==> src/design/bvr_pkg.sv <==
// Package of constants, types and states for the background variable read copier
//==========================================================================
package bvr_pkg;
   //==========================================================================
   // Header offsets in host bytes, shared memory is 16-bit words
   localparam logic [15:0] BVR_CTRL_OFS = 16'h07e8;
   localparam logic [15:0] BVR_TIMER_OFS = 16'h07ea;
   localparam logic [15:0] BVR_SIZE_OFS = 16'h07ec;
   localparam logic [15:0] BVR_START_OFS = 16'h07ee;
   // Internal address of shared memory word pair zero
   localparam logic [15:0] BVR_SHARED_BASE = 16'hd000;
   // Internal register that holds the function block base address
   localparam logic [15:0] BVR_FCB_BASE_ADDR = 16'h9fff;
   localparam logic [15:0] BVR_MAX_ENTRIES = 16'h0080;
   //==========================================================================
   // Field positions
   localparam int BVR_RDY_BIT = 15;
   localparam int BVR_MODE_BIT = 8;
   localparam int BVR_DONE_BIT = 0;
   // Type codes
   localparam logic [2:0] BVR_T_Y = 3'h0;
   localparam logic [2:0] BVR_T_LONG = 3'h1;
   localparam logic [2:0] BVR_T_X = 3'h2;
   localparam logic [2:0] BVR_T_SPECIAL = 3'h4;
   // Counts
   localparam logic [1:0] BVR_RD_LAT = 2'h2;
   localparam int BVR_FIFO_DEPTH = 16;
   localparam int BVR_WR_WIDTH = 29;
   //==========================================================================
   // Internal register spaces
   typedef enum logic [1:0] {
      BVR_SP_Y = 2'b00,
      BVR_SP_LONG = 2'b01,
      BVR_SP_X = 2'b10
   } bvr_space_type;
   typedef enum logic [3:0] {
      BVR_S_IDLE = 4'b0000,
      BVR_S_SIZE = 4'b0001,
      BVR_S_START = 4'b0010,
      BVR_S_CTRL = 4'b0011,
      BVR_S_ADDR = 4'b0100,
      BVR_S_TYPE = 4'b0101,
      BVR_S_BASE = 4'b0110,
      BVR_S_VAL = 4'b0111,
      BVR_S_PUSH = 4'b1000,
      BVR_S_FLAG = 4'b1001,
      BVR_S_NEXT = 4'b1010,
      BVR_S_TIMER = 4'b1011,
      BVR_S_CSET = 4'b1100
   } bvr_state_type;
   //==========================================================================
   // Carriers
   typedef struct packed {
      logic en;
      logic we;
      logic [12:0] addr;
      logic [15:0] wdata;
   } bvr_ram_req_type;
   typedef struct packed {
      logic valid;
      bvr_space_type space;
      logic [15:0] addr;
   } bvr_reg_req_type;
   typedef struct packed {
      logic [12:0] addr;
      logic [15:0] data;
   } bvr_wr_type;
endpackage

==> src/design/bvr_sext.sv <==
// Sign extension of one 24-bit register half to 32 bits
`timescale 1ns/1ps
module bvr_sext (
   input wire logic [23:0] value,
   output logic [31:0] ext
);
   // Replicate the sign bit
   assign ext = {{8{value[23]}}, value};
endmodule

==> src/design/bvr_fifo.sv <==
// Parameterised FIFO with valid and ready on both sides
`timescale 1ns/1ps
module bvr_fifo #(
   parameter int WIDTH = 29,
   parameter int DEPTH = 16
) (
   input wire logic ref_clk,
   input wire logic resetn,
   input wire logic in_valid,
   output logic in_ready,
   input wire logic [WIDTH-1:0] in_data,
   output logic out_valid,
   input wire logic out_ready,
   output logic [WIDTH-1:0] out_data
);
   localparam int AW = $clog2(DEPTH);
   logic [WIDTH-1:0] mem [DEPTH];
   logic [AW-1:0] wr_ptr;
   logic [AW-1:0] rd_ptr;
   logic [AW:0] count;
   wire push = in_valid && in_ready;
   wire pop = out_valid && out_ready;
   // Flags from the fill count
   assign in_ready = (count != (AW+1)'(DEPTH));
   assign out_valid = (count != '0);
   assign out_data = mem[rd_ptr];
   // Storage
   always_ff @(posedge ref_clk) begin
      if (push) begin
         mem[wr_ptr] <= in_data;
      end
   end
   // Pointers and count
   always_ff @(posedge ref_clk or negedge resetn) begin
      if (!resetn) begin
         wr_ptr <= '0;
         rd_ptr <= '0;
         count <= '0;
      end else begin
         if (push) begin
            wr_ptr <= wr_ptr + 1'b1;
         end
         if (pop) begin
            rd_ptr <= rd_ptr + 1'b1;
         end
         if (push && !pop) begin
            count <= count + 1'b1;
         end else if (pop && !push) begin
            count <= count - 1'b1;
         end
      end
   end
endmodule

==> src/design/bvr_copier.sv <==
// Background variable read copier: internal registers into shared memory
`timescale 1ns/1ps
module bvr_copier (
   input wire logic ref_clk,
   input wire logic resetn,
   input wire logic background_buffer_enable_param,
   input wire logic bg_cycle,
   input wire logic [15:0] servo_timer,
   output bvr_pkg::bvr_ram_req_type ram_req,
   input wire logic [15:0] ram_rdata,
   output bvr_pkg::bvr_reg_req_type reg_req,
   input wire logic reg_ack,
   input wire logic [47:0] reg_data,
   output logic busy,
   output logic pass_done
);
   //==========================================================================
   // State and captured header
   bvr_pkg::bvr_state_type state;
   bvr_pkg::bvr_state_type next_state;
   bvr_pkg::bvr_ram_req_type next_ram;
   logic [1:0] cnt;
   logic [7:0] size_q;
   logic [15:0] start_q;
   logic [15:0] ctrl_q;
   logic [15:0] addr_q;
   logic [15:0] type_q;
   logic [15:0] base_q;
   logic [47:0] val_q;
   logic [7:0] idx;
   logic [12:0] ptr;
   logic [1:0] k;
   logic fifo_in_valid;
   logic fifo_in_ready;
   logic fifo_out_valid;
   logic fifo_out_ready;
   bvr_pkg::bvr_wr_type fifo_in;
   bvr_pkg::bvr_wr_type fifo_out;
   logic [31:0] lo32;
   logic [31:0] hi32;
   //==========================================================================
   // Address decode
   wire multi = ctrl_q[bvr_pkg::BVR_MODE_BIT];
   wire [15:0] start_rel = start_q - bvr_pkg::BVR_SHARED_BASE;
   wire [12:0] ent_base = {start_rel[11:0], 1'b0};
   wire [12:0] ent_addr_w = ent_base + {4'h0, idx, 1'b0};
   wire [12:0] ent_type_w = ent_addr_w + 13'h0001;
   wire [12:0] data_base_w = ent_base + {4'h0, size_q, 1'b0};
   wire [12:0] ctrl_w = bvr_pkg::BVR_CTRL_OFS[13:1];
   wire [12:0] timer_w = bvr_pkg::BVR_TIMER_OFS[13:1];
   wire [12:0] size_w = bvr_pkg::BVR_SIZE_OFS[13:1];
   wire [12:0] start_w = bvr_pkg::BVR_START_OFS[13:1];
   //==========================================================================
   // Shared memory read sequencing
   wire rd_state = (state == bvr_pkg::BVR_S_SIZE) || (state == bvr_pkg::BVR_S_START) ||
                   (state == bvr_pkg::BVR_S_CTRL) || (state == bvr_pkg::BVR_S_ADDR) ||
                   (state == bvr_pkg::BVR_S_TYPE);
   wire rd_issue = rd_state && (cnt == 2'h0);
   wire rd_cap = rd_state && (cnt == 2'h1);
   wire [12:0] rd_addr = (state == bvr_pkg::BVR_S_SIZE) ? size_w :
                         (state == bvr_pkg::BVR_S_START) ? start_w :
                         (state == bvr_pkg::BVR_S_CTRL) ? ctrl_w :
                         (state == bvr_pkg::BVR_S_ADDR) ? ent_addr_w : ent_type_w;
   //==========================================================================
   // Entry type decode
   wire [2:0] tcode = type_q[2:0];
   wire is_special = (tcode == bvr_pkg::BVR_T_SPECIAL);
   wire is_long = (tcode == bvr_pkg::BVR_T_LONG) || is_special;
   wire [12:0] len_w = is_long ? 13'h0004 : 13'h0002;
   wire [1:0] last_k = is_long ? 2'h3 : 2'h1;
   wire rd_skip = multi && ram_rdata[bvr_pkg::BVR_RDY_BIT];
   wire [15:0] size_clamp = (ram_rdata > bvr_pkg::BVR_MAX_ENTRIES) ?
                            bvr_pkg::BVR_MAX_ENTRIES : ram_rdata;
   //==========================================================================
   // Internal register request
   wire [15:0] fcb_addr = base_q + addr_q;
   assign reg_req.valid = (state == bvr_pkg::BVR_S_BASE) || (state == bvr_pkg::BVR_S_VAL);
   assign reg_req.addr = (state == bvr_pkg::BVR_S_BASE) ? bvr_pkg::BVR_FCB_BASE_ADDR :
                         is_special ? fcb_addr : addr_q;
   assign reg_req.space = (state == bvr_pkg::BVR_S_BASE) ? bvr_pkg::BVR_SP_Y :
                          is_long ? bvr_pkg::BVR_SP_LONG :
                          (tcode == bvr_pkg::BVR_T_X) ? bvr_pkg::BVR_SP_X : bvr_pkg::BVR_SP_Y;
   //==========================================================================
   // Value formatting and write commands
   bvr_sext u_sext_lo (
      .value(val_q[23:0]),
      .ext(lo32)
   );
   bvr_sext u_sext_hi (
      .value(val_q[47:24]),
      .ext(hi32)
   );
   wire [15:0] push_word = (k == 2'h0) ? lo32[15:0] :
                           (k == 2'h1) ? lo32[31:16] :
                           (k == 2'h2) ? hi32[15:0] : hi32[31:16];
   wire [15:0] flag_word = type_q | 16'h8000;
   wire [15:0] done_word = ctrl_q | 16'h0001;
   assign fifo_in_valid = (state == bvr_pkg::BVR_S_PUSH) || (state == bvr_pkg::BVR_S_FLAG) ||
                          (state == bvr_pkg::BVR_S_TIMER) || (state == bvr_pkg::BVR_S_CSET);
   assign fifo_in.addr = (state == bvr_pkg::BVR_S_PUSH) ? ptr + {11'h000, k} :
                         (state == bvr_pkg::BVR_S_FLAG) ? ent_type_w :
                         (state == bvr_pkg::BVR_S_TIMER) ? timer_w : ctrl_w;
   assign fifo_in.data = (state == bvr_pkg::BVR_S_PUSH) ? push_word :
                         (state == bvr_pkg::BVR_S_FLAG) ? flag_word :
                         (state == bvr_pkg::BVR_S_TIMER) ? servo_timer : done_word;
   wire pushed = fifo_in_valid && fifo_in_ready;
   // Write drain stalls only in the cycle the engine issues a memory read
   assign fifo_out_ready = !rd_issue;
   bvr_fifo #(
      .WIDTH(bvr_pkg::BVR_WR_WIDTH),
      .DEPTH(bvr_pkg::BVR_FIFO_DEPTH)
   ) u_fifo (
      .ref_clk(ref_clk),
      .resetn(resetn),
      .in_valid(fifo_in_valid),
      .in_ready(fifo_in_ready),
      .in_data(fifo_in),
      .out_valid(fifo_out_valid),
      .out_ready(fifo_out_ready),
      .out_data(fifo_out)
   );
   //==========================================================================
   // Memory port selection, engine reads first
   always_comb begin
      next_ram = '0;
      if (rd_issue) begin
         next_ram.en = 1'b1;
         next_ram.addr = rd_addr;
      end else if (fifo_out_valid) begin
         next_ram.en = 1'b1;
         next_ram.we = 1'b1;
         next_ram.addr = fifo_out.addr;
         next_ram.wdata = fifo_out.data;
      end
   end
   //==========================================================================
   // Next state
   always_comb begin
      next_state = state;
      case (state)
         bvr_pkg::BVR_S_IDLE: begin
            if (bg_cycle && background_buffer_enable_param && !fifo_out_valid) begin
               next_state = bvr_pkg::BVR_S_SIZE;
            end
         end
         bvr_pkg::BVR_S_SIZE: begin
            if (rd_cap) begin
               next_state = (ram_rdata == 16'h0000) ? bvr_pkg::BVR_S_IDLE :
                            bvr_pkg::BVR_S_START;
            end
         end
         bvr_pkg::BVR_S_START: begin
            if (rd_cap) begin
               next_state = bvr_pkg::BVR_S_CTRL;
            end
         end
         bvr_pkg::BVR_S_CTRL: begin
            if (rd_cap) begin
               next_state = (!ram_rdata[bvr_pkg::BVR_MODE_BIT] &&
                             ram_rdata[bvr_pkg::BVR_DONE_BIT]) ?
                            bvr_pkg::BVR_S_IDLE : bvr_pkg::BVR_S_ADDR;
            end
         end
         bvr_pkg::BVR_S_ADDR: begin
            if (rd_cap) begin
               next_state = bvr_pkg::BVR_S_TYPE;
            end
         end
         bvr_pkg::BVR_S_TYPE: begin
            if (rd_cap) begin
               if (rd_skip) begin
                  next_state = bvr_pkg::BVR_S_NEXT;
               end else if (ram_rdata[2:0] == bvr_pkg::BVR_T_SPECIAL) begin
                  next_state = bvr_pkg::BVR_S_BASE;
               end else begin
                  next_state = bvr_pkg::BVR_S_VAL;
               end
            end
         end
         bvr_pkg::BVR_S_BASE: begin
            if (reg_ack) begin
               next_state = bvr_pkg::BVR_S_VAL;
            end
         end
         bvr_pkg::BVR_S_VAL: begin
            if (reg_ack) begin
               next_state = bvr_pkg::BVR_S_PUSH;
            end
         end
         bvr_pkg::BVR_S_PUSH: begin
            if (pushed && (k == last_k)) begin
               next_state = multi ? bvr_pkg::BVR_S_FLAG : bvr_pkg::BVR_S_NEXT;
            end
         end
         bvr_pkg::BVR_S_FLAG: begin
            if (pushed) begin
               next_state = bvr_pkg::BVR_S_NEXT;
            end
         end
         bvr_pkg::BVR_S_NEXT: begin
            next_state = (idx == size_q - 8'h01) ? bvr_pkg::BVR_S_TIMER : bvr_pkg::BVR_S_ADDR;
         end
         bvr_pkg::BVR_S_TIMER: begin
            if (pushed) begin
               next_state = multi ? bvr_pkg::BVR_S_IDLE :
                            bvr_pkg::BVR_S_CSET;
            end
         end
         bvr_pkg::BVR_S_CSET: begin
            if (pushed) begin
               next_state = bvr_pkg::BVR_S_IDLE;
            end
         end
         default: begin
            next_state = bvr_pkg::BVR_S_IDLE;
         end
      endcase
   end
   //==========================================================================
   // State, read latency counter and memory port register
   always_ff @(posedge ref_clk or negedge resetn) begin
      if (!resetn) begin
         state <= bvr_pkg::BVR_S_IDLE;
         cnt <= 2'h0;
         ram_req <= '0;
      end else begin
         state <= next_state;
         cnt <= rd_issue ? bvr_pkg::BVR_RD_LAT : (cnt != 2'h0) ? cnt - 2'h1 : 2'h0;
         ram_req <= next_ram;
      end
   end
   // Header and entry captures
   always_ff @(posedge ref_clk or negedge resetn) begin
      if (!resetn) begin
         size_q <= 8'h00;
         start_q <= 16'h0000;
         ctrl_q <= 16'h0000;
         addr_q <= 16'h0000;
         type_q <= 16'h0000;
      end else if (rd_cap) begin
         case (state)
            bvr_pkg::BVR_S_SIZE: size_q <= size_clamp[7:0];
            bvr_pkg::BVR_S_START: start_q <= ram_rdata;
            bvr_pkg::BVR_S_CTRL: ctrl_q <= ram_rdata;
            bvr_pkg::BVR_S_ADDR: addr_q <= ram_rdata;
            default: type_q <= ram_rdata;
         endcase
      end
   end
   // Register answers
   always_ff @(posedge ref_clk or negedge resetn) begin
      if (!resetn) begin
         base_q <= 16'h0000;
         val_q <= 48'h000000000000;
      end else if (reg_ack && (state == bvr_pkg::BVR_S_BASE)) begin
         base_q <= reg_data[15:0];
      end else if (reg_ack && (state == bvr_pkg::BVR_S_VAL)) begin
         val_q <= reg_data;
      end
   end
   // Entry index, data pointer and word counter
   always_ff @(posedge ref_clk or negedge resetn) begin
      if (!resetn) begin
         idx <= 8'h00;
         ptr <= 13'h0000;
         k <= 2'h0;
      end else begin
         if (rd_cap && (state == bvr_pkg::BVR_S_CTRL)) begin
            idx <= 8'h00;
            ptr <= data_base_w;
         end else if (state == bvr_pkg::BVR_S_NEXT) begin
            idx <= idx + 8'h01;
            ptr <= ptr + len_w;
         end
         k <= (state != bvr_pkg::BVR_S_PUSH) ? 2'h0 : pushed ? k + 2'h1 : k;
      end
   end
   // Status outputs
   always_ff @(posedge ref_clk or negedge resetn) begin
      if (!resetn) begin
         busy <= 1'b0;
         pass_done <= 1'b0;
      end else begin
         busy <= (next_state != bvr_pkg::BVR_S_IDLE) || fifo_out_valid;
         pass_done <= pushed && ((state == bvr_pkg::BVR_S_CSET) ||
                      ((state == bvr_pkg::BVR_S_TIMER) && multi));
      end
   end
endmodule

==> config.mk <==
export PLATFORM = sky130hd
export DESIGN_NAME = bvr_copier
export DESIGN_NICKNAME = d
export VERILOG_FILES = /design/src/design/bvr_pkg.sv /design/src/design/bvr_sext.sv /design/src/design/bvr_fifo.sv /design/src/design/bvr_copier.sv
export SDC_FILE = /design/constraint.sdc
export NUM_CORES = 1
export LEC_CHECK = 0
export ABC_AREA = 0
export BUFFER_PORTS_ARGS = -buffer_cell sky130_fd_sc_hd__buf_2
export CORE_MARGIN = 8
export CORE_UTILIZATION = 50
export DETAILED_ROUTE_END_ITERATION = 8
export PLACE_DENSITY = 0.7
export SLEW_MARGIN = 30
export SYNTH_ARGS = -nofsm -noshare
export SYNTH_HDL_FRONTEND = slang
export SYNTH_SLANG_ARGS = --single-unit
==> constraint.sdc <==
create_clock -name ref_clk -period 12.5 [get_ports ref_clk]
set_input_delay 1.25 -clock ref_clk [delete_from_list [all_inputs] [get_ports ref_clk]]
set_output_delay 1.25 -clock ref_clk [all_outputs]
set_load 0.05 [all_outputs]
; ---- Word level (Yosys, flattened, before mapping)
; Memory sizes are Yosys's and may differ from the RTL's.
; Cells that the tools add are included.
[op_classes]
n_addsub = 15
multipliers = 0
n_div = 0
order_cmp = 1
n_eq_ne = 23
shifts = 0
n_mux = 58
bitwise_logic = 2
n_reduce_logical = 49
[ops]
columns = operator, count
row1 = 16-bit two-way mux, 9
row2 = 13-bit two-way mux, 9
row3 = 4-bit two-way mux, 15
row4 = 4-bit case mux with 13 select lines, 1
row5 = 31-bit two-way mux, 1
row6 = 13-bit by 9-bit adder with 13-bit output, 2
row7 = 8-bit two-way mux, 3
row8 = 4-bit == test (second input constant), 5
row9 = 2-bit two-way mux, 10
row10 = 16-bit adder, 1
row11 = 4-bit by 3-bit == test with 1-bit output (second input constant), 4
row12 = 16-bit by 8-bit greater-than comparator with 1-bit output (second input constant), 1
row13 = 1-bit logical AND, 16
row14 = 16-bit zero test, 1
row15 = 13-bit by 1-bit adder with 13-bit output (second input constant), 1
row16 = 13-bit by 2-bit adder with 13-bit output, 1
row17 = 13-bit by 3-bit adder with 13-bit output, 1
row18 = 2-bit AND reduction, 6
row19 = 12-bit by 1-bit subtractor with 12-bit output (second input constant), 1
row20 = 1-bit logical OR, 11
row21 = 5-bit two-way mux, 2
row22 = 4-bit by 1-bit adder with 4-bit output (second input constant), 2
row23 = 8-bit by 1-bit adder with 8-bit output (second input constant), 1
row24 = 4-bit by 2-bit == test with 1-bit output (second input constant), 2
row25 = 25 further kinds, 42
[totals]
reg_bits = 206
latch_bits = 0
ramBits = 464
romBits = 0
input_bits = 85
out_inout_bits = 52
elab_cells = 170
n_memories = 1
[memory_table]
columns = memory, depth, word_bits, rd, rd_clocked_by_memory_dff, write_ports, line
row1 = u_fifo.mem, 16, 29, 1, 0, 1, bvr_fifo.sv:17  ; logic [WIDTH-1:0] mem [DEPTH];

; ---- Logic depth before layout (Yosys ltp)
; Gate-level depths: netlist of the first run.
[logic_depth]
ltp_word = 11
mapped_depth = 13
depth_no_buf = 12

; ---- By module
; From an unflattened synthesis of the first run, not the netlist that was laid out.
[hier_totals]
cells_unflattened = 2086
hier_area_um2 = 30056.3
[modules_own_cells]
columns = module, n_inst, cells_each, area_per_inst_um2, seq_area_each_um2
row1 = bvr_fifo, 1, 920, 18624.1, 14258.7
row2 = bvr_copier, 1, 1102, 10951.8, 4779.6
row3 = bvr_sext, 2, 32, 240.2, 0.0

; ---- Worst setup path after synthesis of the first run
; No wires, ideal clock.
[synth_path]
path_type = reg-to-output
from = reg addr_q[8]
to = out reg_req[15] (netlist bit)
t_arrival_ns = 2.884
required_ns = 11.250
setup_slack_ns = 8.366
stages_incl_launch_ff = 9
n_path_buf = 0
cell_sequence = dfrtp_1 ha_1 a211o_1 a21oi_1 nand2_1 a21oi_1 o21ai_0 a211o_1 nor3_1
[synth_rtl]
columns = element, line
row1 = "start, declared", bvr_copier.sv:26  ; logic [15:0] addr_q;
row2 = "start signal, assigned", bvr_copier.sv:245  ; bvr_pkg::BVR_S_ADDR: addr_q <= ram_rdata;
row3 = "end, declared", bvr_copier.sv:11  ; output bvr_pkg::bvr_reg_req_type reg_req,

==> metrics.yaml, run 1 <==
synthesis:
  ys_ff_latch: 668
  yosysWarningCount: 0
  synth.most_common_cell: "edfxtp_1"
  postSynthCellCount: 1853
  post_synth.cell_area_avg_um2: 15.7
  post_synth_most_frequent_cells: "edfxtp_1 (464), dfrtp_1 (204), mux4_2 (145)"
  ys_async_rst_share_pct: 30.5
  synth.largest_area_cell: "edfxtp_1"
  synth_enable_flop_cells: 464
  syn_nets: 1991
  synth_flop_cell: "edfxtp_1"
  synth_top_cells_by_area: "edfxtp_1 (48%), dfrtp_1 (18%), mux4_2 (11%), mux2_2 (4.2%), ha_1 (2.1%)"
  synthesis.area_um2: 29100
  synth_top_area_share_pct: 47.9
  synth_cell_type_count: 68
  synth_sequential_area_ratio_pct: 65.5
critical_path:
  critical_path.n_buffers_inverters: 1
  timing.rr.start: "state[0]$_DFF_PN0_"
  reg2reg_depth: 14
  crit-reg2reg-capture: "u_fifo.count[4]$_DFFE_PN0P_"
  path_cells: "ha_1 -> a211o_1 -> a21oi_1 -> nand2_1 -> a21oi_1 -> o21ai_0 -> a211o_1 -> nor3_1 -> buf_2"
  cell_family_with_most_cp_delay: "compound AO/OA/AOI/OAI gates"
  startpoint_type: "flip-flop"
  crit_path_max_fanout: 6
  timing.critical_path.required_ns: 11.25
  crit_path_end: "reg_req[15]"
  crit_path_start: "addr_q[8]$_DFFE_PN0P_"
  setup_slack_on_the_worst_flop_to_flop_path_ns: 8.91
  crit_path_max_cell_delay_ns: 0.39
  cp_slowest_cell: "dfrtp_1"
  crit_arrival_ns: 3.11
  cp-end-kind: "output pin"
  worstSetupPathDepth: 9
  timing.setup.critical_path_class: "reg2out"
drt:
  iteration_0_drc_markers: 1895
  wirelength_um: 73800
  route.detailed.drc: 0
  route.detailed.vias_per_inst: 6.13
  ant_nets: 0
  drt_first_pass_iters: 5
  via_count: 17335
  post_drt_wl_per_cell_um: 26.1
sta:
  worst_slew_margin_rel_pct: 38.9
  finalSetupViolCount: 0
  fmax_ghz: 0.229
  slew_violations: 0
  fin_worst_hold_slack_ns: 0.491
  grt_setup_unrepaired: "false"
  setup_tns_final_ns: 0
  timing.final.hold_violations: 0
  fin_crit_sh_pct: 34.9
  period_needed_ns: 4.36
  finClkSkew_ns: 0.0283
  worst_slew_pin_slew_ns: 0.893
clock_tree:
  cts_buffer_depth: 3
  cts-resized-gates: 0
  cts_root_buf: "clkbuf_16"
  tritoncts_clock_tree: "done"
  clk_pin_slew_worst_paths_ns: 0.06
  cts_inserted_buffers: 70
  post_cts.repair.setup_buffers: 0
  clock_insertion_delay_worst_skew_ns: 0.62
  numClockSinks: 668
  htreeDepth: 3
  hold_fix_buffers_cts: 0
global_routing:
  grt-busiest-layer: "met2"
  grt_max_degree: 82
  global_route.usage.met3_pct: 3.96
  grtUsageMet2_pct: 36.0
  grtUsageTotal_pct: 22.1
  grt_overflow: 0
  antenna_found_initial: 1
  first_global_vias: 17542
  first_pass_grt_wire_length_um: 111000
  grt.met1_usage_pct: 30.3
power:
  ir_drop_mv: 0.164
  power_density_nw_per_um2: 237
  power.static_leakage_nw: 12.4
  power_w: 0.00786
placement:
  place.detailed.instances: 2698
  placement.io_buffers: 136
  dp_hpwl_um: 46200
  gp_congestion: 0.922
floorplan:
  core_region_area_um2: 57600
  ports_placed_on_the_boundary: 137
  floorplan.die_area_um2: 66100
  die-height_um: 257
  floorplan.initialDensity_pct: 50.5
  core.rowCount: 88
  chipWidth_um: 257
flow_run:
  maximum_capacitance_violations: 0
cells_and_area:
  layout-area-overhead-vs-synth_pct: 13.9
  finalNonFillerCells: 2828
  final_core_utilization_pct: 57.5
  num-nets-final: 2143
  drive_gt1_share_pct: 28.2
min_path:
  worstHoldPathType: "reg2reg"
run_status:
  run_status: "finished clean"
state kept, by name, summed over array words and instances (netlist names), 4 cells and up:
name and cells:
addr_q 16, u_fifo.count 5, base_q 16, u_fifo.wr_ptr 4, ctrl_q 15, val_q 48
ram_req 31, type_q 15, idx 8, u_fifo.mem 464, u_fifo.rd_ptr 4, ptr 12
size_q 8, start_q 12, state 4
power by group:
part | internal [W] | leakage, nW | switching (W)
Combinational | 0.00108 | 4.27 | 0.00167
Sequential | 0.00280 | 7.01 | 0.000266
Clock | 0.00116 | 1.11 | 0.000880
Total | 0.00505 | 12.4 | 0.00281
cell type report:
class                   count  area (um2)
diodes                      1        2.50
repair buffers            174        1080
well taps                 765         957
flip-flops and latches    668       19000
inverters                  45         169
multi-input cells        1046        9600
fillers                  4388       24400
clock inverters            27         299
clock buffers             102        1980
worst min-delay path by stage:
stage	start	to	slack (ns)	cells after the start
6_report	ctrl_q[5]$_DFFE_PN0P_	ctrl_q[5]$_DFFE_PN0P_	0.49	2
5_1_grt	val_q[42]$_DFFE_PN0P_	val_q[42]$_DFFE_PN0P_	0.52	1
4_1_cts	ctrl_q[5]$_DFFE_PN0P_	ctrl_q[5]$_DFFE_PN0P_	0.49	2
3_5_place_dp	ctrl_q[5]$_DFFE_PN0P_	ctrl_q[5]$_DFFE_PN0P_	0.47	2
3_3_place_gp	ctrl_q[5]$_DFFE_PN0P_	ctrl_q[5]$_DFFE_PN0P_	0.46	2
2_1_floorplan	ctrl_q[1]$_DFFE_PN0P_	ctrl_q[1]$_DFFE_PN0P_	0.45	2
worst reg2reg max path, stage by stage, from the launching register on:
cell,delay [ns]
dfrtp_1,0.52
buf_4,0.30
or2_2,0.37
o211ai_1,0.26
nand2b_1,0.14
buf_4,0.33
nand2_1,0.21
ha_1,0.26
inv_1,0.14
ha_1,0.28
a21o_1,0.17
a21oi_1,0.17
xnor2_1,0.13
nor2_1,0.06
xor2_1,0.14
through the flow:
| stage | worst slack, ns | area, um2 |
|---|---|---|
| global placement | 8.77 | 30600 |
| CTS | 8.12 | 33100 |
| finish | 8.14 | 33100 |
| global route | 7.90 | 33100 |
| floorplan | 8.37 | 29100 |
| detailed placement | 8.79 | 30800 |
metal layers:
| metal | share of wire (%) | routed length, um |
|---|---|---|
| met5 | 0 | 0 |
| met4 | 2.7 | 1990 |
| met3 | 6.8 | 5050 |
| met2 | 49 | 36300 |
| met1 | 41 | 30500 |
cells by family after synthesis:
| logic type | share of synthesized area, % |
|---|---|
| XOR/XNOR | 2.17 |
| buffers and inverters | 2.03 |
| AO/OA/AOI/OAI | 5.61 |
| flip-flops | 65.5 |
| multiplexers | 16.0 |
| adder cells (fa/ha/maj) | 2.41 |
| AND/OR/NAND/NOR | 6.31 |
cell usage in the layout (no fill, tap or decap), types with 8 or more instances in the layout:
master and n:
nand4_1 20, buf_2 135, clkbuf_16 71, clkbuf_8 9, mux2_2 109, nand2_1 144
mux2i_1 16, a21o_1 9, and3_1 21, edfxtp_1 464, a21oi_1 90, nand2b_1 12
nand3_1 22, o22ai_1 13, mux4_2 145, buf_4 29, clkbuf_1 22, dfrtp_1 201
a2111oi_0 9, xor2_1 30, nor2_2 10, nor2b_1 12, inv_1 43, clkinv_2 13
xnor2_1 42, a31oi_1 10, nor3_1 14, and2_4 8, ha_1 48, o21a_1 9
nor2_1 76, o21ai_0 58, o211ai_1 13
No activity file was read; power rests on OpenSTA's default activity.
==> inputs of run 2 (changes only) <==
--- a/config.mk
+++ b/config.mk
@@ -5,12 +5,12 @@
 export SDC_FILE = /design/constraint.sdc
 export NUM_CORES = 1
 export LEC_CHECK = 0
-export ABC_AREA = 0
+export ABC_AREA = 1
 export BUFFER_PORTS_ARGS = -buffer_cell sky130_fd_sc_hd__buf_2
 export CORE_MARGIN = 8
 export CORE_UTILIZATION = 50
 export DETAILED_ROUTE_END_ITERATION = 8
-export PLACE_DENSITY = 0.7
+export PLACE_DENSITY = 0.73
 export SLEW_MARGIN = 30
 export SYNTH_ARGS = -nofsm -noshare
 export SYNTH_HDL_FRONTEND = slang
==> constraint.sdc (replaced) <==
create_clock -name ref_clk -period 3.7 [get_ports ref_clk]
set_input_delay 0.37 -clock ref_clk [delete_from_list [all_inputs] [get_ports ref_clk]]
set_output_delay 0.37 -clock ref_clk [all_outputs]
set_load 0.05 [all_outputs]
==> run 2 against run 1 <==
Against the previous run:
- final area grew 2.6%
- largest power group is now combinational logic
- clock power grew to 3.3 times the previous value
- worst hold slack worse by 0.46 ns
- critical path depth rose by 4
- largest cell class unchanged
- setup slack got worse by 7.8 ns
- global-route usage is 1.2 points higher
==> metrics.yaml, run 2 <==
critical_path:
  critical_path.n_buffers_inverters: 3  # was 1
  timing.critical_path.required_ns: 3.33  # was 11.25 ns
  worstSetupPathDepth: 13  # was 9
  crit_path_max_cell_delay_ns: 0.39  # about the same
  reg2reg_depth: 17  # was 14
  crit-reg2reg-capture: "u_fifo.count[4]$_DFFE_PN0P_"  # unchanged
  crit_path_end: "reg_req[10]"  # was reg_req[15]
  crit_arrival_ns: 2.97  # was 3.11 ns
  setup_slack_on_the_worst_flop_to_flop_path_ns: 0.83  # was 8.91 ns
  timing.rr.start: "state[0]$_DFF_PN0_"  # unchanged
  crit_path_max_fanout: 5  # was 6
  cp-end-kind: "output pin"  # unchanged
  timing.setup.critical_path_class: "reg2out"  # unchanged
  path_cells: "ha_1 -> inv_1 -> fa_1 -> inv_1 -> nand3_1 -> nand2_1 -> a21boi_0 -> nor2_1 -> o22ai_1 -> or2_2 -> nand3_1 -> nand2_1 -> buf_2"  # was ha_1 -> a211o_1 -> a21oi_1 -> nand2_1 -> a21oi_1 -> o21ai_0 -> a211o_1 -> nor3_1 -> buf_2
  cell_family_with_most_cp_delay: "simple AND/OR/NAND/NOR gates"  # was compound AO/OA/AOI/OAI gates
  cp_slowest_cell: "dfrtp_1"  # unchanged
  startpoint_type: "flip-flop"  # unchanged
  crit_path_start: "addr_q[0]$_DFFE_PN0P_"  # was addr_q[8]$_DFFE_PN0P_
cells_and_area:
  finalNonFillerCells: 3680  # was 2828
  layout-area-overhead-vs-synth_pct: 14.5  # was 13.9%
  num-nets-final: 2987  # was 2143
  fill_cells: 4703  # was 4388
  most-common-layout-cells: "edfxtp_1 (464), nand2_1 (398), o21ai_0 (352), nor2_1 (299), dfrtp_1 (201)"  # was edfxtp_1 (464), dfrtp_1 (201), mux4_2 (145), nand2_1 (144), buf_2 (135)
  biggestRegsByFlops: "u_fifo.mem (464), val_q (48), ram_req (31)"  # unchanged
  drive_gt1_share_pct: 14.0  # was 28.2%
  mostFrequentLayoutCell: "edfxtp_1"  # unchanged
  most_flops_register: "u_fifo.mem"  # unchanged
  final_area_um2: 34000  # was 33100 um2
  largest_reg_flops: 464  # unchanged
run_status:
  run_status: "finished clean"  # unchanged
synthesis:
  post_synth.cell_area_avg_um2: 11.1  # was 15.7 um2
  synth.largest_area_cell: "edfxtp_1"  # unchanged
  ys_async_rst_share_pct: 30.5  # unchanged
  synth_sequential_area_ratio_pct: 64.1  # was 65.5%
  synth_top_area_share_pct: 46.9  # was 47.9%
  postSynthCellCount: 2678  # was 1853
  synth_flop_cell: "edfxtp_1"  # unchanged
  synth_enable_flop_cells: 464  # unchanged
  syn_nets: 2816  # was 1991
  synth.most_common_cell: "edfxtp_1"  # unchanged
  yosysWarningCount: 0  # unchanged
  synth_cell_type_count: 52  # was 68
  post_synth_most_frequent_cells: "edfxtp_1 (464), nand2_1 (399), o21ai_0 (355)"  # was edfxtp_1 (464), dfrtp_1 (204), mux4_2 (145)
  ys_ff_latch: 668  # unchanged
  synth_top_cells_by_area: "edfxtp_1 (47%), dfrtp_1 (17%), o21ai_0 (6.0%), nand2_1 (5.0%), nor2_1 (4.0%)"  # was edfxtp_1 (48%), dfrtp_1 (18%), mux4_2 (11%), mux2_2 (4.2%), ha_1 (2.1%)
  synthesis.area_um2: 29700  # was 29100 um2
clock_tree:
  htreeDepth: 3  # unchanged
  cts_buffer_depth: 3  # unchanged
  tritoncts_clock_tree: "done"  # unchanged
  clk_pin_slew_worst_paths_ns: 0.06  # about the same
  cts-resized-gates: 0  # unchanged
  cts_inserted_buffers: 69  # was 70
  numClockSinks: 668  # unchanged
  cts_root_buf: "clkbuf_16"  # unchanged
  clock_insertion_delay_worst_skew_ns: 0.61  # was 0.62 ns
floorplan:
  core.rowCount: 89  # was 88
  floorplan.die_area_um2: 67500  # was 66100 um2
  ports_placed_on_the_boundary: 137  # unchanged
  floorplan.initialDensity_pct: 50.4  # was 50.5%
  die-height_um: 260  # was 257 um
  core_region_area_um2: 58900  # was 57600 um2
  chipWidth_um: 260  # was 257 um
sta:
  finClkSkew_ns: 0.0151  # was 0.0283 ns
  period_needed_ns: 3.34
  worst_slew_pin_slew_ns: 1.01  # was 0.893 ns
  slew_violations: 0  # unchanged
  fin_crit_sh_pct: 90.2
  worst_slew_margin_rel_pct: 32.9  # was 38.9%
  grt_setup_unrepaired: "false"  # unchanged
  timing.final.hold_violations: 0  # unchanged
  setup_tns_final_ns: 0  # unchanged
  fmax_ghz: 0.300
  finalSetupViolCount: 0  # unchanged
drt:
  route.detailed.drc: 0  # unchanged
  route.top_layer_used: "met4"  # unchanged
  ant_nets: 0  # unchanged
  via_count: 21572  # was 17335
  met2_wirelength_um: 38000  # was 36300 um
  drt_first_pass_iters: 5  # unchanged
  iteration_0_drc_markers: 2281  # was 1895
  route.detailed.vias_per_inst: 5.86  # was 6.13
  route.layer.met1.wl_um: 32300  # was 30500 um
  wirelength_um: 79600  # was 73800 um
  routed-wl-met3_um: 6680  # was 5050 um
  post_drt_wl_per_cell_um: 21.6  # was 26.1 um
global_routing:
  first_global_vias: 21334  # was 17542
  grtUsageTotal_pct: 23.3  # was 22.1%
  first_pass_grt_wire_length_um: 123000  # was 111000 um
  grt_overflow: 0  # unchanged
  antenna_found_initial: 2  # was 1
  grt_max_degree: 178  # was 82
placement:
  gp_congestion: 0.926  # was 0.922
  dp_hpwl_um: 51400  # was 46200 um
  placement.io_buffers: 136  # unchanged
  place.detailed.instances: 3524  # was 2698
  dpl-instance-area_um2: 31500  # was 30800 um2
power:
  power_w: 0.0266  # was 0.00786 W
  ir_drop_mv: 0.638  # was 0.164 mV
  power.static_leakage_nw: 13.6  # was 12.4 nW
  power_density_nw_per_um2: 782  # was 237 nW/um2
min_path:
  worstHoldPathType: "in2reg"  # was reg2reg
  worst_hold_path.num_cells: 2  # unchanged
flow_run:
  maximum_capacitance_violations: 0  # unchanged
[run 2: changes by cell type in the layout (fill, tap and decap cells not counted), sizes merged, moves of 35 or more]
cell and delta:
mux4 -145, mux2i +52, mux2 -77, inv +122, buf +36, nor2 +231
nand2 +262, nand3 +94, o221ai +68, o21ai +292, xnor2 -35
[run 2: worst min path at each step]
stage	to	slack, ns	startpoint
after detailed placement	cnt[0]$_DFF_PN0_	0.45	cnt[0]$_DFF_PN0_
after floorplan	addr_q[0]$_DFFE_PN0P_	0.07	resetn
final	val_q[39]$_DFFE_PN0P_	0.03	reg_data[39]
after global placement	cnt[0]$_DFF_PN0_	0.45	cnt[0]$_DFF_PN0_
after global routing	val_q[39]$_DFFE_PN0P_	0.02	reg_data[39]
after CTS	val_q[45]$_DFFE_PN0P_	0.007	reg_data[45]
[run 2: worst reg2reg max path, stage by stage (launching register included)]
cell and delay [ns]:
dfrtp_1 0.46, nor2_1 0.29, nand2_2 0.14, nand3_4 0.12, nand3_2 0.12, inv_2 0.16
nor2_2 0.06, inv_2 0.06, ha_1 0.18, inv_1 0.11, fa_1 0.43, a21oi_1 0.16
nor2_1 0.05, nor2_1 0.11, nand2_1 0.06, nand2_1 0.05, nor2_1 0.04, xor2_1 0.13
[run 2: final cells by class]
type	count	area [um2]	share of cell area [%]
Multi-Input combinational cell	1706	9570	28.1
Timing Repair Buffer	236	1590	4.67
Clock inverter	26	223	0.655
Sequential cell	668	19000	56.0
Inverter	168	636	1.87
Clock buffer	100	1970	5.78
Antenna cell	3	7.51	0.0221
Tap cell	773	967	2.84
[run 2: per-layer routing]
metal  vias up  GRT usage (%)
li1       9885              -
met1     10574           31.2
met2       958           37.7
met3       155           4.36
met4         0           9.03
met5         -              0
[run 2: per-stage QoR]
stage	setup WS [ns]	util, %	hold slack, ns
2_1_floorplan	0.784	-	0.0744
3_3_place_gp	0.851	53.5	0.447
3_5_place_dp	0.868	53.5	0.446
4_1_cts	0.357	57.7	0.00672
5_1_grt	0.236	57.7	0.0221
6_report	0.363	57.7	0.0322
[run 2: where the power goes]
| group | switching [W] | internal [W] | total [W] | leakage (nW) |
|---|---|---|---|---|
| sequential | 0.000707 | 0.00909 | 0.00979 | 6.60 |
| clock | 0.00289 | 0.00386 | 0.00674 | 1.06 |
| combinational | 0.00699 | 0.00307 | 0.0101 | 5.91 |
| total | 0.0106 | 0.0160 | 0.0266 | 13.6 |
[run 2: logic make-up after synthesis]
family	synth area share, %
fa+ha+maj	2.36
compound gates	12.4
simple gates	12.6
flops	64.1
buf+inv	4.12
xor+xnor	0.914
mux	3.50
[run 2: what timing repair did]
item / in CTS / in global routing
endpoints found under the hold margin: 141 / 0
setup buffers: 0 / 0
hold buffers: 26 / 0
==> inputs of run 3 (changes only) <==
--- a/config.mk
+++ b/config.mk
@@ -8,9 +8,11 @@
 export ABC_AREA = 1
 export BUFFER_PORTS_ARGS = -buffer_cell sky130_fd_sc_hd__buf_2
 export CORE_MARGIN = 8
-export CORE_UTILIZATION = 50
+export CORE_UTILIZATION = 35
 export DETAILED_ROUTE_END_ITERATION = 8
-export PLACE_DENSITY = 0.73
+export GPL_TIMING_DRIVEN = 0
+export HOLD_SLACK_MARGIN = 0.05
+export PLACE_DENSITY = 0.55
 export SLEW_MARGIN = 30
 export SYNTH_ARGS = -nofsm -noshare
 export SYNTH_HDL_FRONTEND = slang
==> run 3 against run 2 <==
Against the previous run:
- count of clock-buffer cells in the layout shrank 4
- combinational power grew 12%
- via count grew 3.7%
- worst hold slack gained 0.047 ns
- critical path type is now reg2reg
- critical endpoint is now u_fifo.count[4]$_DFFE_PN0P_
==> metrics.yaml, run 3 (synthesis results as in run 2) <==
run_status:
  run_status: "finished clean"  # unchanged
critical_path:
  crit_path_start: "state[1]$_DFF_PN0_"  # was addr_q[0]$_DFFE_PN0P_
  timing.setup.critical_path_class: "reg2reg"  # was reg2out
  crit_path_max_cell_delay_ns: 0.47  # was 0.39 ns
  crit_arrival_ns: 4.01  # was 2.97 ns
  timing.rr.start: "state[1]$_DFF_PN0_"  # was state[0]$_DFF_PN0_
  cp_slowest_cell: "dfrtp_1"  # unchanged
  crit_path_max_fanout: 10  # was 5
  cp-end-kind: "flip-flop"  # was output pin
  startpoint_type: "flip-flop"  # unchanged
  path_cells: "nor2_2 -> nand2_2 -> nand3_4 -> nand3_2 -> inv_2 -> nor2_2 -> inv_2 -> buf_4 -> ha_1 -> inv_1 -> fa_1 -> a21oi_1 -> nor2_1 -> nor2_1 -> nand2_1 -> nand2_1 -> nor2_1 -> xor2_1"  # was ha_1 -> inv_1 -> fa_1 -> inv_1 -> nand3_1 -> nand2_1 -> a21boi_0 -> nor2_1 -> o22ai_1 -> or2_2 -> nand3_1 -> nand2_1 -> buf_2
  timing.critical_path.required_ns: 4.19  # was 3.33 ns
  crit_top_cell: "nor2_1"
cells_and_area:
  layout-area-overhead-vs-synth_pct: 20.6  # was 14.5%
  num-nets-final: 3117  # was 2987
  most_flops_register: "u_fifo.mem"  # unchanged
  largest_reg_flops: 464  # unchanged
  biggestRegsByFlops: "u_fifo.mem (464), val_q (48), ram_req (31)"  # unchanged
  drive_gt1_share_pct: 15.3  # was 14.0%
  mostFrequentLayoutCell: "edfxtp_1"  # unchanged
  most-common-layout-cells: "edfxtp_1 (464), nand2_1 (399), o21ai_0 (336), nor2_1 (298), dfrtp_1 (204)"  # was edfxtp_1 (464), nand2_1 (398), o21ai_0 (352), nor2_1 (299), dfrtp_1 (201)
  fill_cells: 8100  # was 4703
placement:
  setup_slack_placement_ns: 0.0543  # was 0.868 ns
  dp_hpwl_um: 68500  # was 51400 um
  gp_congestion: 0.878  # was 0.926
  placement.io_buffers: 136  # unchanged
power:
  clock_network_power_share_pct: 25.8  # was 25.4%
  ir_drop_mv: 0.490  # was 0.638 mV
  p_int_w: 0.0165  # was 0.0160 W
  power.share.combinational_pct: 39.9  # was 37.8%
  sequentialPowerShare_pct: 34.4  # was 36.8%
  power.switching_fraction_pct: 41.7  # was 39.8%
  power.static_leakage_nw: 14.1  # was 13.6 nW
  power_density_nw_per_um2: 791  # was 782 nW/um2
  p_switching_w: 0.0118  # was 0.0106 W
  power_w: 0.0283  # was 0.0266 W
clock_tree:
  numClockSinks: 668  # unchanged
  tritoncts_clock_tree: "done"  # unchanged
  cts_inserted_buffers: 73  # was 69
  htreeDepth: 3  # unchanged
  clk_pin_slew_worst_paths_ns: 0.06  # about the same
  post_cts.repair.setup_buffers: 0  # unchanged
  clock_insertion_delay_worst_skew_ns: 0.63  # was 0.61 ns
  cts_root_buf: "clkbuf_16"  # unchanged
  cts_buffer_depth: 3  # unchanged
drt:
  route.detailed.vias_per_inst: 5.35  # was 5.86
  wirelength_um: 97300  # was 79600 um
  via_count: 22364  # was 21572
  ant_nets: 0  # unchanged
  drt_first_pass_iters: 6  # was 5
  iteration_0_drc_markers: 2328  # was 2281
  post_drt_wl_per_cell_um: 23.3  # was 21.6 um
  route.detailed.drc: 0  # unchanged
global_routing:
  grt_overflow: 0  # unchanged
  grt_max_degree: 72  # was 178
  grtUsageTotal_pct: 20.2  # was 23.3%
  antenna_found_initial: 0  # was 2
  first_global_vias: 22082  # was 21334
  first_pass_grt_wire_length_um: 144000  # was 123000 um
min_path:
  worstHoldPathType: "in2reg"  # unchanged
  hold_path_startpoint: "reg_data[10]"  # was reg_data[39]
sta:
  finClkSkew_ns: 0.0216  # was 0.0151 ns
  worst_slew_margin_rel_pct: 34.2  # was 32.9%
  finalWorstSetupSlack_ns: 0.187  # was 0.363 ns
  timing.final.hold_violations: 0  # unchanged
  fin_crit_sh_pct: 94.9  # was 90.2%
  grt_setup_unrepaired: "false"  # unchanged
  fmax_ghz: 0.285  # was 0.300 GHz
  period_needed_ns: 3.51  # was 3.34 ns
  finalSetupViolCount: 0  # unchanged
  worst_slew_pin_slew_ns: 0.987  # was 1.01 ns
  slew_violations: 0  # unchanged
floorplan:
  ports_placed_on_the_boundary: 137  # unchanged
  chipWidth_um: 307  # was 260 um
  floorplan.initialDensity_pct: 35.1  # was 50.4%
  core.rowCount: 107  # was 89
  core_region_area_um2: 84600  # was 58900 um2
  die-height_um: 307  # was 260 um
  floorplan.die_area_um2: 94400  # was 67500 um2
flow_run:
  maximum_capacitance_violations: 0  # unchanged
## run 3: area by class of cell
cell class                      instances  area [um2]  area share (%)
Antenna cell                            1        2.50         0.00698
Sequential cell                       668       19000            53.1
Clock inverter                         38         368            1.03
Tap cell                             1144        1430            4.00
Multi-Input combinational cell       1706        9690            27.0
Clock buffer                           96        2030            5.65
Inverter                              168         633            1.77
Buffer                                136         594            1.66
Timing Repair Buffer                  226        2040            5.70
## run 3: timing repair
item                                    in CTS  in global routing
resized for setup                            0                  3
hold buffers                                38                  0
hold endpoints to repair                   106                  0
endpoints found under the setup margin       0                  2
## run 3: metal layers
| layer | wire [um] | GRT usage [%] |
|---|---|---|
| met1 | 41300 | 27.3 |
| met2 | 46300 | 33.7 |
| met3 | 7230 | 3.17 |
| met4 | 2400 | 5.68 |
| met5 | 0 | 0 |
## run 3: worst max-delay path, delay by kind of cell (launching register included)
| kind | cells | cell delay [ns] |
|---|---|---|
| flops | 1 | 0.47 |
| simple gates | 10 | 1.14 |
| xor+xnor | 1 | 0.14 |
| fa+ha+maj | 2 | 0.64 |
| compound gates | 1 | 0.16 |
| buf+inv | 4 | 0.82 |
## run 3: path summary, 6_finish.rpt
path                                               endpoint  slack [ns]  cells after the start
min in group asynchronous                idx[4]$_DFFE_PN0N_        0.32                      2
max in group asynchronous             val_q[47]$_DFFE_PN0P_        2.15                      4
worst min register to register             cnt[0]$_DFF_PN0_        0.47                      1
worst max register to register  u_fifo.count[4]$_DFFE_PN0P_        0.19                     18
worst min-delay path                  val_q[10]$_DFFE_PN0P_        0.08                      3
worst max-delay path            u_fifo.count[4]$_DFFE_PN0P_        0.19                     18
## run 3: power by group through the flow
stage / Clock, W / Sequential, W / Combinational, W
after floorplan: 0 / 0.0102 / 0.00648
after CTS: 0.00742 / 0.00973 / 0.0112
final: 0.00731 / 0.00974 / 0.0113
after detailed placement: 0 / 0.00987 / 0.0111
after global routing: 0.00768 / 0.00982 / 0.0122
after global placement: 0 / 0.00991 / 0.0109
## run 3: per-stage QoR
stage / TNS (ns) / util [%] / instances / hold slack (ns) / instance area, um2
finish: 0 / 42.3 / 4183 / 0.0791 / 35800
global route: 0 / 42.3 / 4182 / 0.0779 / 35800
CTS: 0 / 42.3 / 4182 / 0.0563 / 35800
detailed placement: 0 / 39.1 / 4010 / 0.396 / 33000
global placement: -952.97 / 37.6 / 3958 / 0.451 / 31800
floorplan: 0 / - / 2678 / 0.0744 / 29700
